**config.mk**
```make
export PLATFORM = sky130hd
export DESIGN_NAME = wsf_frame_encoder
export DESIGN_NICKNAME = d
export VERILOG_FILES = /design/src/rtl/wsf_pkg.sv /design/src/rtl/wsf_status_encoder.sv /design/src/rtl/wsf_uart_tx.sv /design/src/rtl/wsf_frame_encoder.sv
export SDC_FILE = /design/constraint.sdc
export NUM_CORES = 1
export LEC_CHECK = 0
export BUFFER_PORTS_ARGS = -buffer_cell sky130_fd_sc_hd__buf_2
export CELL_PAD_IN_SITES_DETAIL_PLACEMENT = 1
export CELL_PAD_IN_SITES_GLOBAL_PLACEMENT = 2
export CORE_MARGIN = 5
export CORE_UTILIZATION = 31
export DETAILED_ROUTE_END_ITERATION = 10
export PLACE_DENSITY_LB_ADDON = 0.25
export SYNTH_ARGS = -nofsm -noshare
export SYNTH_HDL_FRONTEND = slang
export SYNTH_HIERARCHICAL = 1
export SYNTH_SLANG_ARGS = --single-unit
```
**constraint.sdc**
```tcl
create_clock -name clk_in -period 2.7 [get_ports clk_in]
set_input_delay 0.27 -clock clk_in [delete_from_list [all_inputs] [get_ports clk_in]]
set_output_delay 0.27 -clock clk_in [all_outputs]
set_load 0.1 [all_outputs]
```
**src/rtl/wsf_pkg.sv**
```systemverilog
// Shared constants and types for the weight status frame encoder.
// Assumes one 40 MHz clock domain; no register bus, all controls are ports.
package wsf_pkg;

  // Framing characters
  localparam logic [7:0] WSF_ASCII_STX  = 8'h02;
  localparam logic [7:0] WSF_ASCII_CR   = 8'h0D;
  localparam logic [7:0] WSF_ASCII_ZERO = 8'h30;

  // Telegram layout: byte index of each field
  localparam int         WSF_DIGITS     = 7;
  localparam int         WSF_IDX_W      = 5;
  localparam logic [4:0] WSF_IDX_STX    = 5'h00;
  localparam logic [4:0] WSF_IDX_STA    = 5'h01;
  localparam logic [4:0] WSF_IDX_STB    = 5'h02;
  localparam logic [4:0] WSF_IDX_STC    = 5'h03;
  localparam logic [4:0] WSF_IDX_GROSS  = 5'h04;
  localparam logic [4:0] WSF_IDX_TARE   = 5'h0B;
  localparam logic [4:0] WSF_IDX_CR     = 5'h12;
  localparam logic [2:0] WSF_DIGIT_MSD  = 3'h6;

  // Fixed status bit values
  localparam logic       WSF_BIT_ONE    = 1'b1;
  localparam logic       WSF_BIT_UNUSED = 1'b0;
  localparam logic [7:0] WSF_STC_VALUE  = 8'hFF;

  // Decimal point codes carried in status byte A bits 2..0
  localparam logic [2:0] WSF_DP_TRAIL00 = 3'h0;
  localparam logic [2:0] WSF_DP_1       = 3'h3;
  localparam logic [2:0] WSF_DP_2       = 3'h4;
  localparam logic [2:0] WSF_DP_3       = 3'h5;
  localparam logic [2:0] WSF_DP_4       = 3'h6;
  localparam logic [2:0] WSF_DP_5       = 3'h7;

  // Step codes carried in status byte A bits 4..3 (bit4 is the msb)
  localparam logic [1:0] WSF_RD_STEP1   = 2'h1;
  localparam logic [1:0] WSF_RD_STEP2   = 2'h2;
  localparam logic [1:0] WSF_RD_STEP5   = 2'h3;

  // Requested decimal places from the scale configuration
  typedef enum logic [2:0] {
    WSF_DEC_TRAIL00 = 3'h0,
    WSF_DEC_1       = 3'h1,
    WSF_DEC_2       = 3'h2,
    WSF_DEC_3       = 3'h3,
    WSF_DEC_4       = 3'h4,
    WSF_DEC_5       = 3'h5
  } wsf_dec_e;

  // Requested display step; the fourth code is reserved
  typedef enum logic [1:0] {
    WSF_STEP_1 = 2'h0,
    WSF_STEP_2 = 2'h1,
    WSF_STEP_5 = 2'h2
  } wsf_step_e;

  // Output format selector values
  localparam logic [2:0] WSF_FMT_RESET = 3'h2;
  localparam logic [2:0] WSF_FMT_MAX   = 3'h4;
  localparam logic [2:0] WSF_FMT_CONT  = 3'h4;

  // Baud rate choices
  typedef enum logic [2:0] {
    WSF_BAUD_1200  = 3'h0,
    WSF_BAUD_2400  = 3'h1,
    WSF_BAUD_4800  = 3'h2,
    WSF_BAUD_9600  = 3'h3,
    WSF_BAUD_19200 = 3'h4
  } wsf_baud_e;
  localparam int WSF_RATE_1200  = 1200;
  localparam int WSF_RATE_2400  = 2400;
  localparam int WSF_RATE_4800  = 4800;
  localparam int WSF_RATE_9600  = 9600;
  localparam int WSF_RATE_19200 = 19200;
  localparam int WSF_DIV_W      = 16;
  localparam int WSF_CHAR_BITS  = 9;  // Data bits plus stop after the start bit

  // Framer states, Gray coded along idle, send, wait
  typedef enum logic [1:0] {
    WSF_ST_IDLE = 2'b00,
    WSF_ST_SEND = 2'b01,
    WSF_ST_WAIT = 2'b11
  } wsf_state_e;

  // Measurement flags from the weighing core
  typedef struct packed {
    logic net;
    logic negative;
    logic overload;
    logic motion;
    logic kg;
    logic pu_zeroed;
  } wsf_meas_s;

  // Scale display configuration
  typedef struct packed {
    wsf_dec_e  dec;
    logic [1:0] step;
  } wsf_scale_cfg_s;

  // Status byte A layout, bit 7 first
  typedef struct packed {
    logic       unused7;
    logic       one6;
    logic       one5;
    logic [1:0] step;
    logic [2:0] dp;
  } wsf_status_a_s;

  // Status byte B layout, bit 7 first
  typedef struct packed {
    logic unused7;
    logic pu_zeroed;
    logic one5;
    logic kg;
    logic motion;
    logic overload;
    logic negative;
    logic net;
  } wsf_status_b_s;

  typedef logic [WSF_DIGITS-1:0][3:0] wsf_digits_t;

  // Bit period in clock cycles, rounded down, at least one
  function automatic logic [WSF_DIV_W-1:0] wsf_bit_cycles(input int clk_hz, input int rate);
    int cyc;
    cyc = clk_hz / rate;
    if (cyc < 1)
    begin
      cyc = 1;
    end
    return WSF_DIV_W'(cyc);
  endfunction : wsf_bit_cycles

endpackage : wsf_pkg

```
**src/rtl/wsf_status_encoder.sv**
```systemverilog
// Combinational encoder for the three status bytes of the telegram.
// Assumes its inputs are already registered on the system clock.
`timescale 1ns/10ps
module wsf_status_encoder
  import wsf_pkg::*;
(
  // Scale state
  input  wire wsf_scale_cfg_s cfg_in,
  input  wire wsf_meas_s      meas_in,
  // Encoded bytes
  output wsf_status_a_s       status_a_out,
  output wsf_status_b_s       status_b_out,
  output logic [7:0]          status_c_out
);

  logic       dec_ok;
  logic       step_ok;
  logic       cfg_ok;
  logic [2:0] dp_code;
  logic [1:0] rd_code;

  // Reserved settings force the plain no-decimal, step-one encoding
  assign dec_ok  = (cfg_in.dec <= WSF_DEC_5);
  assign step_ok = (cfg_in.step != 2'h3);
  assign cfg_ok  = dec_ok && step_ok;

  // Decimal code lookup
  assign dp_code = !cfg_ok                  ? WSF_DP_TRAIL00 :
                   (cfg_in.dec == WSF_DEC_1) ? WSF_DP_1 :
                   (cfg_in.dec == WSF_DEC_2) ? WSF_DP_2 :
                   (cfg_in.dec == WSF_DEC_3) ? WSF_DP_3 :
                   (cfg_in.dec == WSF_DEC_4) ? WSF_DP_4 :
                   (cfg_in.dec == WSF_DEC_5) ? WSF_DP_5 :
                   WSF_DP_TRAIL00;

  // Readability code lookup; code 00 is never produced
  assign rd_code = !cfg_ok                    ? WSF_RD_STEP1 :
                   (cfg_in.step == WSF_STEP_2) ? WSF_RD_STEP2 :
                   (cfg_in.step == WSF_STEP_5) ? WSF_RD_STEP5 :
                   WSF_RD_STEP1;

  // Byte A
  assign status_a_out.dp      = dp_code;
  assign status_a_out.step    = rd_code;
  assign status_a_out.one5    = WSF_BIT_ONE;
  assign status_a_out.one6    = WSF_BIT_ONE;
  assign status_a_out.unused7 = WSF_BIT_UNUSED;

  // Byte B
  assign status_b_out.net       = meas_in.net;
  assign status_b_out.negative  = meas_in.negative;
  assign status_b_out.overload  = meas_in.overload;
  assign status_b_out.motion    = meas_in.motion;
  assign status_b_out.kg        = meas_in.kg;
  assign status_b_out.one5      = WSF_BIT_ONE;
  assign status_b_out.pu_zeroed = meas_in.pu_zeroed;
  assign status_b_out.unused7   = WSF_BIT_UNUSED;

  // Byte C carries no information
  assign status_c_out = WSF_STC_VALUE;

endmodule : wsf_status_encoder

```
**src/rtl/wsf_uart_tx.sv**
```systemverilog
// Serial character transmitter: start bit, eight data bits LSB first, stop bit.
// Assumes the bit period is given in clock cycles and held per character.
`timescale 1ns/10ps
module wsf_uart_tx
  import wsf_pkg::*;
(
  // Clock and reset
  input  wire logic                 clk_in,
  input  wire logic                 reset_n_in,
  // Character input
  input  wire logic                 valid_in,
  input  wire logic [7:0]           data_in,
  input  wire logic [WSF_DIV_W-1:0] bit_cycles_in,
  output logic                      ready_out,
  // Serial line
  output logic                      txd_out
);

  logic                 busy_q;
  logic                 txd_q;
  logic [8:0]           shift_q;
  logic [3:0]           bits_q;
  logic [WSF_DIV_W-1:0] baud_q;
  logic [WSF_DIV_W-1:0] period_q;
  logic                 accept;
  logic                 tick;
  logic                 last;

  assign ready_out = !busy_q;
  assign accept    = valid_in && !busy_q;
  assign tick      = busy_q && (baud_q == '0);
  assign last      = (bits_q == 4'h0);
  assign txd_out   = txd_q;

  // Period is latched per character so a baud change never tears a character
  always_ff @(posedge clk_in)
  begin
    if (!reset_n_in)
    begin
      busy_q   <= 1'b0;
      txd_q    <= 1'b1;
      shift_q  <= '0;
      bits_q   <= '0;
      baud_q   <= '0;
      period_q <= '0;
    end
    else if (accept)
    begin
      busy_q   <= 1'b1;
      txd_q    <= 1'b0;
      shift_q  <= {1'b1, data_in};
      bits_q   <= 4'(WSF_CHAR_BITS);
      baud_q   <= bit_cycles_in - 1'b1;
      period_q <= bit_cycles_in;
    end
    else if (tick)
    begin
      if (last)
      begin
        busy_q <= 1'b0;                                // Stop bit done
      end
      else
      begin
        txd_q   <= shift_q[0];
        shift_q <= {1'b1, shift_q[8:1]};
        bits_q  <= bits_q - 1'b1;
        baud_q  <= period_q - 1'b1;
      end
    end
    else if (busy_q)
    begin
      baud_q <= baud_q - 1'b1;
    end
  end

endmodule : wsf_uart_tx

```
**src/rtl/wsf_frame_encoder.sv**
```systemverilog
// Continuous weight telegram framer with status byte encoding and serial output.
// Assumes all inputs come from logic on clk_in; the only pin is the serial line.
// Formats 0..3 are accepted but keep the line idle; only format 4 is built.
// Bit periods are whole clock cycles, so a rate that does not divide rounds down.
`timescale 1ns/10ps
module wsf_frame_encoder
  import wsf_pkg::*;
#(
  parameter int CLK_HZ = 40000000
)
(
  // Clock and reset
  input  wire logic            clk_in,
  input  wire logic            reset_n_in,
  // Measurement
  input  wire wsf_meas_s       meas_in,
  input  wire wsf_scale_cfg_s  scale_cfg_in,
  input  wire wsf_digits_t     gross_bcd_in,
  input  wire wsf_digits_t     tare_bcd_in,
  // Configuration
  input  wire wsf_baud_e       baud_sel_in,
  input  wire logic            fmt_wr_in,
  input  wire logic [2:0]      fmt_data_in,
  output logic [2:0]           output_format_selector_out,
  // Status
  output logic                 telegram_active_out,
  output logic                 telegram_start_out,
  output logic [7:0]           status_byte_first_out,
  output logic [7:0]           status_byte_second_out,
  output logic [7:0]           status_byte_third_out,
  // Serial line
  output logic                 txd_out
);

  // Bit periods for each baud choice, worked out at elaboration
  // so no divider has to run in hardware
  localparam logic [WSF_DIV_W-1:0] DIV_1200  = wsf_bit_cycles(CLK_HZ, WSF_RATE_1200);
  localparam logic [WSF_DIV_W-1:0] DIV_2400  = wsf_bit_cycles(CLK_HZ, WSF_RATE_2400);
  localparam logic [WSF_DIV_W-1:0] DIV_4800  = wsf_bit_cycles(CLK_HZ, WSF_RATE_4800);
  localparam logic [WSF_DIV_W-1:0] DIV_9600  = wsf_bit_cycles(CLK_HZ, WSF_RATE_9600);
  localparam logic [WSF_DIV_W-1:0] DIV_19200 = wsf_bit_cycles(CLK_HZ, WSF_RATE_19200);

  // Registers
  wsf_state_e           state_q;
  wsf_state_e           state_d;
  logic [2:0]           fmt_q;
  logic [WSF_IDX_W-1:0] idx_q;
  logic [WSF_IDX_W-1:0] idx_d;
  wsf_status_a_s        sta_q;
  wsf_status_b_s        stb_q;
  logic [7:0]           stc_q;
  wsf_digits_t          gross_q;
  wsf_digits_t          tare_q;
  logic [WSF_DIV_W-1:0] period_q;
  logic                 start_q;

  // Decodes
  wsf_status_a_s        sta_now;
  wsf_status_b_s        stb_now;
  logic [7:0]           stc_now;
  logic [WSF_DIV_W-1:0] period_sel;
  logic                 fmt_legal;
  logic                 continuous;
  logic                 tx_valid;
  logic                 tx_ready;
  logic                 at_last;
  logic                 begin_frame;
  logic [WSF_IDX_W-1:0] gross_ofs;
  logic [WSF_IDX_W-1:0] tare_ofs;
  logic [3:0]           gross_digit;
  logic [3:0]           tare_digit;
  logic                 in_gross;
  logic                 in_tare;
  logic [7:0]           tx_byte;

  // Named decodes keep the processes short
  logic                 in_idle;
  logic                 in_send;
  logic                 in_wait;
  logic                 is_stx;
  logic                 is_sta;
  logic                 is_stb;
  logic                 is_stc;
  logic [7:0]           gross_char;
  logic [7:0]           tare_char;
  logic [WSF_IDX_W-1:0] idx_next;
  logic                 fmt_take;

  // Live status bytes, captured into the snapshot at each STX
  wsf_status_encoder u_status (
    .cfg_in       (scale_cfg_in),
    .meas_in      (meas_in),
    .status_a_out (sta_now),
    .status_b_out (stb_now),
    .status_c_out (stc_now)
  );

  // Selector writes outside 0..4 are ignored, keeping the old value
  assign fmt_legal  = (fmt_data_in <= WSF_FMT_MAX);
  assign fmt_take   = fmt_wr_in && fmt_legal;
  assign continuous = (fmt_q == WSF_FMT_CONT);

  // Baud choice; unknown codes fall back to the slowest legal rate
  assign period_sel = (baud_sel_in == WSF_BAUD_2400)  ? DIV_2400 :
                      (baud_sel_in == WSF_BAUD_4800)  ? DIV_4800 :
                      (baud_sel_in == WSF_BAUD_9600)  ? DIV_9600 :
                      (baud_sel_in == WSF_BAUD_19200) ? DIV_19200 :
                      DIV_1200;

  // State decodes
  assign in_idle = (state_q == WSF_ST_IDLE);
  assign in_send = (state_q == WSF_ST_SEND);
  assign in_wait = (state_q == WSF_ST_WAIT);

  // Sequencing decodes; a frame only starts on an idle transmitter
  assign at_last     = (idx_q == WSF_IDX_CR);
  assign idx_next    = idx_q + 1'b1;
  assign tx_valid    = in_send;
  assign begin_frame = continuous && tx_ready &&
                       (in_idle || (in_wait && at_last));

  // Digit selection, most significant digit first
  assign in_gross    = (idx_q >= WSF_IDX_GROSS) && (idx_q < WSF_IDX_TARE);
  assign in_tare     = (idx_q >= WSF_IDX_TARE) && (idx_q < WSF_IDX_CR);
  assign gross_ofs   = idx_q - WSF_IDX_GROSS;
  assign tare_ofs    = idx_q - WSF_IDX_TARE;
  assign gross_digit = gross_q[WSF_DIGIT_MSD - gross_ofs[2:0]];
  assign tare_digit  = tare_q[WSF_DIGIT_MSD - tare_ofs[2:0]];

  // Field decodes for the character multiplexer
  assign is_stx = (idx_q == WSF_IDX_STX);
  assign is_sta = (idx_q == WSF_IDX_STA);
  assign is_stb = (idx_q == WSF_IDX_STB);
  assign is_stc = (idx_q == WSF_IDX_STC);

  // Digits go out as ASCII; a non-BCD nibble is not screened
  assign gross_char = WSF_ASCII_ZERO | {4'h0, gross_digit};
  assign tare_char  = WSF_ASCII_ZERO | {4'h0, tare_digit};

  // Character for the current position in the telegram
  assign tx_byte = is_stx   ? WSF_ASCII_STX :
                   is_sta   ? sta_q :
                   is_stb   ? stb_q :
                   is_stc   ? stc_q :
                   in_gross ? gross_char :
                   in_tare  ? tare_char :
                   WSF_ASCII_CR;

  // Next state and index
  always_comb
  begin
    // Hold by default
    state_d = state_q;
    idx_d   = idx_q;
    unique case (state_q)
      WSF_ST_IDLE:
      begin
        if (begin_frame)
        begin
          state_d = WSF_ST_SEND;
          idx_d   = WSF_IDX_STX;
        end
      end

      // Hold the character until the transmitter takes it
      WSF_ST_SEND:
      begin
        if (tx_ready)
        begin
          state_d = WSF_ST_WAIT;
        end
      end

      // A finished CR chains straight into the next STX when allowed
      WSF_ST_WAIT:
      begin
        if (begin_frame)
        begin
          state_d = WSF_ST_SEND;
          idx_d   = WSF_IDX_STX;
        end
        else if (tx_ready && at_last)
        begin
          state_d = WSF_ST_IDLE;
        end
        else if (tx_ready)
        begin
          state_d = WSF_ST_SEND;
          idx_d   = idx_next;
        end
      end

      // Unused state code recovers to idle
      default:
      begin
        state_d = WSF_ST_IDLE;
      end
    endcase
  end

  // Sequencer registers
  always_ff @(posedge clk_in)
  begin
    if (!reset_n_in)
    begin
      state_q <= WSF_ST_IDLE;
      idx_q   <= WSF_IDX_STX;
    end
    else
    begin
      state_q <= state_d;
      idx_q   <= idx_d;
    end
  end

  // Format selector and start pulse; the pulse rises on the capture edge, one cycle after begin_frame
  always_ff @(posedge clk_in)
  begin
    if (!reset_n_in)
    begin
      fmt_q   <= WSF_FMT_RESET;
      start_q <= 1'b0;
    end
    else
    begin
      start_q <= begin_frame;
      if (fmt_take)
      begin
        fmt_q <= fmt_data_in;
      end
    end
  end

  // One coherent snapshot per telegram; bytes cannot mix two measurements
  always_ff @(posedge clk_in)
  begin
    if (!reset_n_in)
    begin
      sta_q    <= '0;
      stb_q    <= '0;
      stc_q    <= '0;
    end
    else if (begin_frame)
    begin
      sta_q    <= sta_now;
      stb_q    <= stb_now;
      stc_q    <= stc_now;
    end
  end

  // Digits and bit period share the capture edge of the status bytes
  always_ff @(posedge clk_in)
  begin
    if (!reset_n_in)
    begin
      gross_q  <= '0;
      tare_q   <= '0;
      period_q <= '0;
    end
    else if (begin_frame)
    begin
      gross_q  <= gross_bcd_in;
      tare_q   <= tare_bcd_in;
      period_q <= period_sel;
    end
  end

  // Serial character engine
  // The period comes from the snapshot, so a baud change waits for the next STX
  wsf_uart_tx u_tx (
    .clk_in        (clk_in),
    .reset_n_in    (reset_n_in),
    .valid_in      (tx_valid),
    .data_in       (tx_byte),
    .bit_cycles_in (period_q),
    .ready_out     (tx_ready),
    .txd_out       (txd_out)
  );

  // Selector and framer outputs
  assign output_format_selector_out = fmt_q;
  assign telegram_active_out        = !in_idle;
  assign telegram_start_out         = start_q;

  // Snapshot outputs stand until the next STX
  assign status_byte_first_out      = sta_q;
  assign status_byte_second_out     = stb_q;
  assign status_byte_third_out      = stc_q;

endmodule : wsf_frame_encoder

```
==> out/metrics.csv <==
stage;metric;value;unit
timing;Final Worst Setup Slack;109.4;ps
grt;largest net degree at the start of global routing;70;
placed_design;Final GP Congestion;0.8271;
synthesis;Yosys reg bits;149;
floorplanning;Rows;58;
timing;final hold violations;0;
routing;Post-Route WL;23820;um
worst_setup_path;setup slack, reg-to-reg;110;ps
routing;Iteration-0 DRC Markers;331;
floorplanning;full die area;28490;sq um
finish;layout cells sized above 1;19.78;%
grt;first-pass GRT wire length;39470;um
synthesis;Synth top area share;38.17;%
synthesis;Post-synth ARST share;0;%
grt;grt peak-use layer;met2;
floorplanning;I/O pin cnt;106;
worst_setup_path;Setup crit start kind;flop;
timing;Tmin final;2591;ps
floorplanning;die width;168.8;um
timing;pins over their slew limit;0;
synthesis;main flop type after synthesis;dfxtp_1;
timing;Clock Skew;14.03;ps
finish;Antenna diodes;0;
placed_design;DP HPWL;17270;um
clock_network;Max H-tree Level;4;
clock_network;Root Driver;clkbuf_16;
routing;post-DR wirelength/cell;16.99;um
grt;GR Util All Layers;17.03;%
grt;vias in the first global route;7381;
floorplanning;die height;168.8;um
synthesis;Mapped Area;7815;sq um
routing;Vias;7012;
timing;setup TNS;0;ps
clock_network;Worst-path clk slew;80;ps
clock_network;CTS tree;built;
synthesis;post-synthesis cell count;965;
worst_setup_path;CP endpoint kind;flop;
timing;# setup viols final;0;
synthesis;Mean Syn Cell Area;8.098;sq um
finish;final net count;1151;
worst_setup_path;crit path DAT;2960;ps
timing;max_slew headroom;55.71;%
synthesis;Post-synth EDFFs;0;
grt;met3 Track Usage GR;3.176;%
grt;GR Layer Usage met1;22.66;%
grt;GR Layer Usage met2;28.71;%
synthesis;Synth cell types;80;
clock_network;Longest Clk Path Bufs;2;
routing;DRT antenna net count;0;
worst_setup_path;critical path peak fanout;19;
synthesis;yosys warns;6;
placed_design;DP Worst Slack;121.0;ps
power_and_ir_drop;P_leak;3.583;nW
routing;detailed-route vias per instance;5.001;
synthesis;Seq/Total Area, Yosys;38.17;%
worst_setup_path;critical path class;flop to flop;
finish;Fill cells;3029;
synthesis;post-synth top area cell;dfxtp_1;
status;status;completed;
routing;drt first pass iters;4;
grt;initial antenna violation count;0;
floorplanning;Starting Density;31.21;%
clock_network;CTS sink count;149;
power_and_ir_drop;cell area power density;832.8;nW/um^2
placed_design;Port Buffers;105;
min_path;worst hold path class;input pin to flop;
clock_network;Num CTS Buffers;17;
synthesis;top cells by area, synth;dfxtp_1, nand2_1, a21boi_1;
timing;slew at the pin with the worst max-slew slack;664.3;ps
grt;gr ovfl total;0;
timing;Final period util;95.95;%
routing;DR DRC count;0;
power_and_ir_drop;Worst VDD drop;352.2;uV
timing;Peak Freq;386.0;MHz
floorplanning;Core ar.;25040;sq um
clock_network;CTS Hold Bufs;0;
finish;Area Growth Syn to Fin;19.82;%
clock_network;Clk Latency, worst-skew pair;430;ps
timing;Hold WS;64.27;ps
worst_setup_path;CP Data Required Time;3070;ps
job;Max Cap Violations;0;
timing;RSZ-0062 raised after global routing;no;
-- metrics by stage --
step,power (mW),util (%),area [sq um],cells
6_report,7.799,37.40,9364,1402
5_1_grt,8.262,37.40,9364,1402
4_1_cts,7.833,37.36,9353,1402
3_5_place_dp,5.285,34.93,8746,1370
3_3_place_gp,5.283,34.93,8746,1370
2_1_floorplan,4.515,-,7901,978
-- registers in the layout (all words and copies together), names as in the netlist --
name / cells
u_tx/busy_q: 1
status_byte_third_out: 8
gross_q: 28
status_byte_first_out: 8
period_q: 11
u_tx/shift_q: 9
u_tx/txd_out: 1
tare_q: 28
status_byte_second_out: 8
state_q: 2
u_tx/period_q: 16
u_tx/baud_q: 16
output_format_selector_out: 3
idx_q: 5
telegram_start_out: 1
u_tx/bits_q: 4
-- cell families after synthesis --
logic type	Yosys count	synth area share, %
buffers and inverters	105	6.724
other	3	0.1441
adders and majority gates	16	2.562
and+or+nand+nor	385	21.93
muxes	42	6.772
DFF	149	38.17
AOI/OAI and AO/OA	254	22.46
xor gates and xnor gates	11	1.233
-- cell usage in the layout, fill, tap and decap left out, drive strengths merged, types with 7 or more instances in the layout --
master,instances
buf,146
a21boi,89
a31oi,18
inv,31
o21ai,31
a21oi,46
xnor2,8
mux2i,27
dfxtp,149
o22ai,7
a211oi,12
nand2,238
ha,16
nor3,11
or3,10
mux2,7
conb,16
mux4,8
nor2,58
clkbuf,17
nor2b,10
nand3,22
-- report_power, final --
group          leakage, nW  total [mW]  internal (mW)  switching (mW)
combinational         2.08        2.72           1.03            1.69
sequential            1.21        2.57           2.40           0.174
clock                0.299        2.51           1.41            1.10
total                 3.58        7.80           4.83            2.97
-- path summary, 6_finish.rpt --
path	startpoint	to	depth (start not counted)
worst min-delay path	tare_bcd_in[24]	tare_q[24]$_SDFFE_PN0P_	3
worst max-delay path	state_q[1]$_SDFFE_PN0P_	u_tx/baud_q[15]$_SDFFE_PN0P_	9
worst min register to register	gross_q[14]$_SDFFE_PN0P_	gross_q[14]$_SDFFE_PN0P_	2
worst max register to register	state_q[1]$_SDFFE_PN0P_	u_tx/baud_q[15]$_SDFFE_PN0P_	9
-- synthesized netlist by cell type (9+ instances only) --
| library cell | number |
|---|---|
| a211oi_1 | 12 |
| a21boi_1 | 86 |
| a21oi_1 | 46 |
| a31oi_1 | 17 |
| buf_2 | 15 |
| buf_4 | 21 |
| clkbuf_1 | 40 |
| dfxtp_1 | 149 |
| ha_1 | 16 |
| inv_1 | 20 |
| mux2i_1 | 27 |
| nand2_1 | 237 |
| nand3_1 | 21 |
| nor2_1 | 56 |
| nor2b_1 | 9 |
| nor3_1 | 10 |
| o21ai_0 | 24 |
| or3_1 | 10 |
-- worst max-delay path, cell delays in order (launching register included) --
cell      delay, ps
dfxtp_2         330
inv_2            80
ha_4            160
nor2b_2         250
buf_12          200
nor4b_1          70
a211oi_1        540
nand3_2         250
or4_1           560
nand3_1          90
-- layer usage --
layer  routed length (um)  vias up
li1                     -     3514
met1                11270     3375
met2                11600      104
met3                  677       19
met4                  266        0
met5                    0        -
-- layout make-up --
class                           instances  area, sq um  share of cell area (%)
Sequential cell                       149         2984                   31.87
Multi-Input combinational cell        724         4395                   46.94
Clock inverter                         15        181.4                   1.937
Clock buffer                           17        425.4                   4.543
Inverter                               21        78.83                  0.8418
Tap cell                              330        412.9                   4.409
Timing Repair Buffer                  146        885.9                   9.460
-- timing repair --
item	in CTS	in global routing
endpoints found under the setup margin	0	3
buffers inserted	0	0
gates resized for setup	0	1
(Power assumes the default switching activity.)
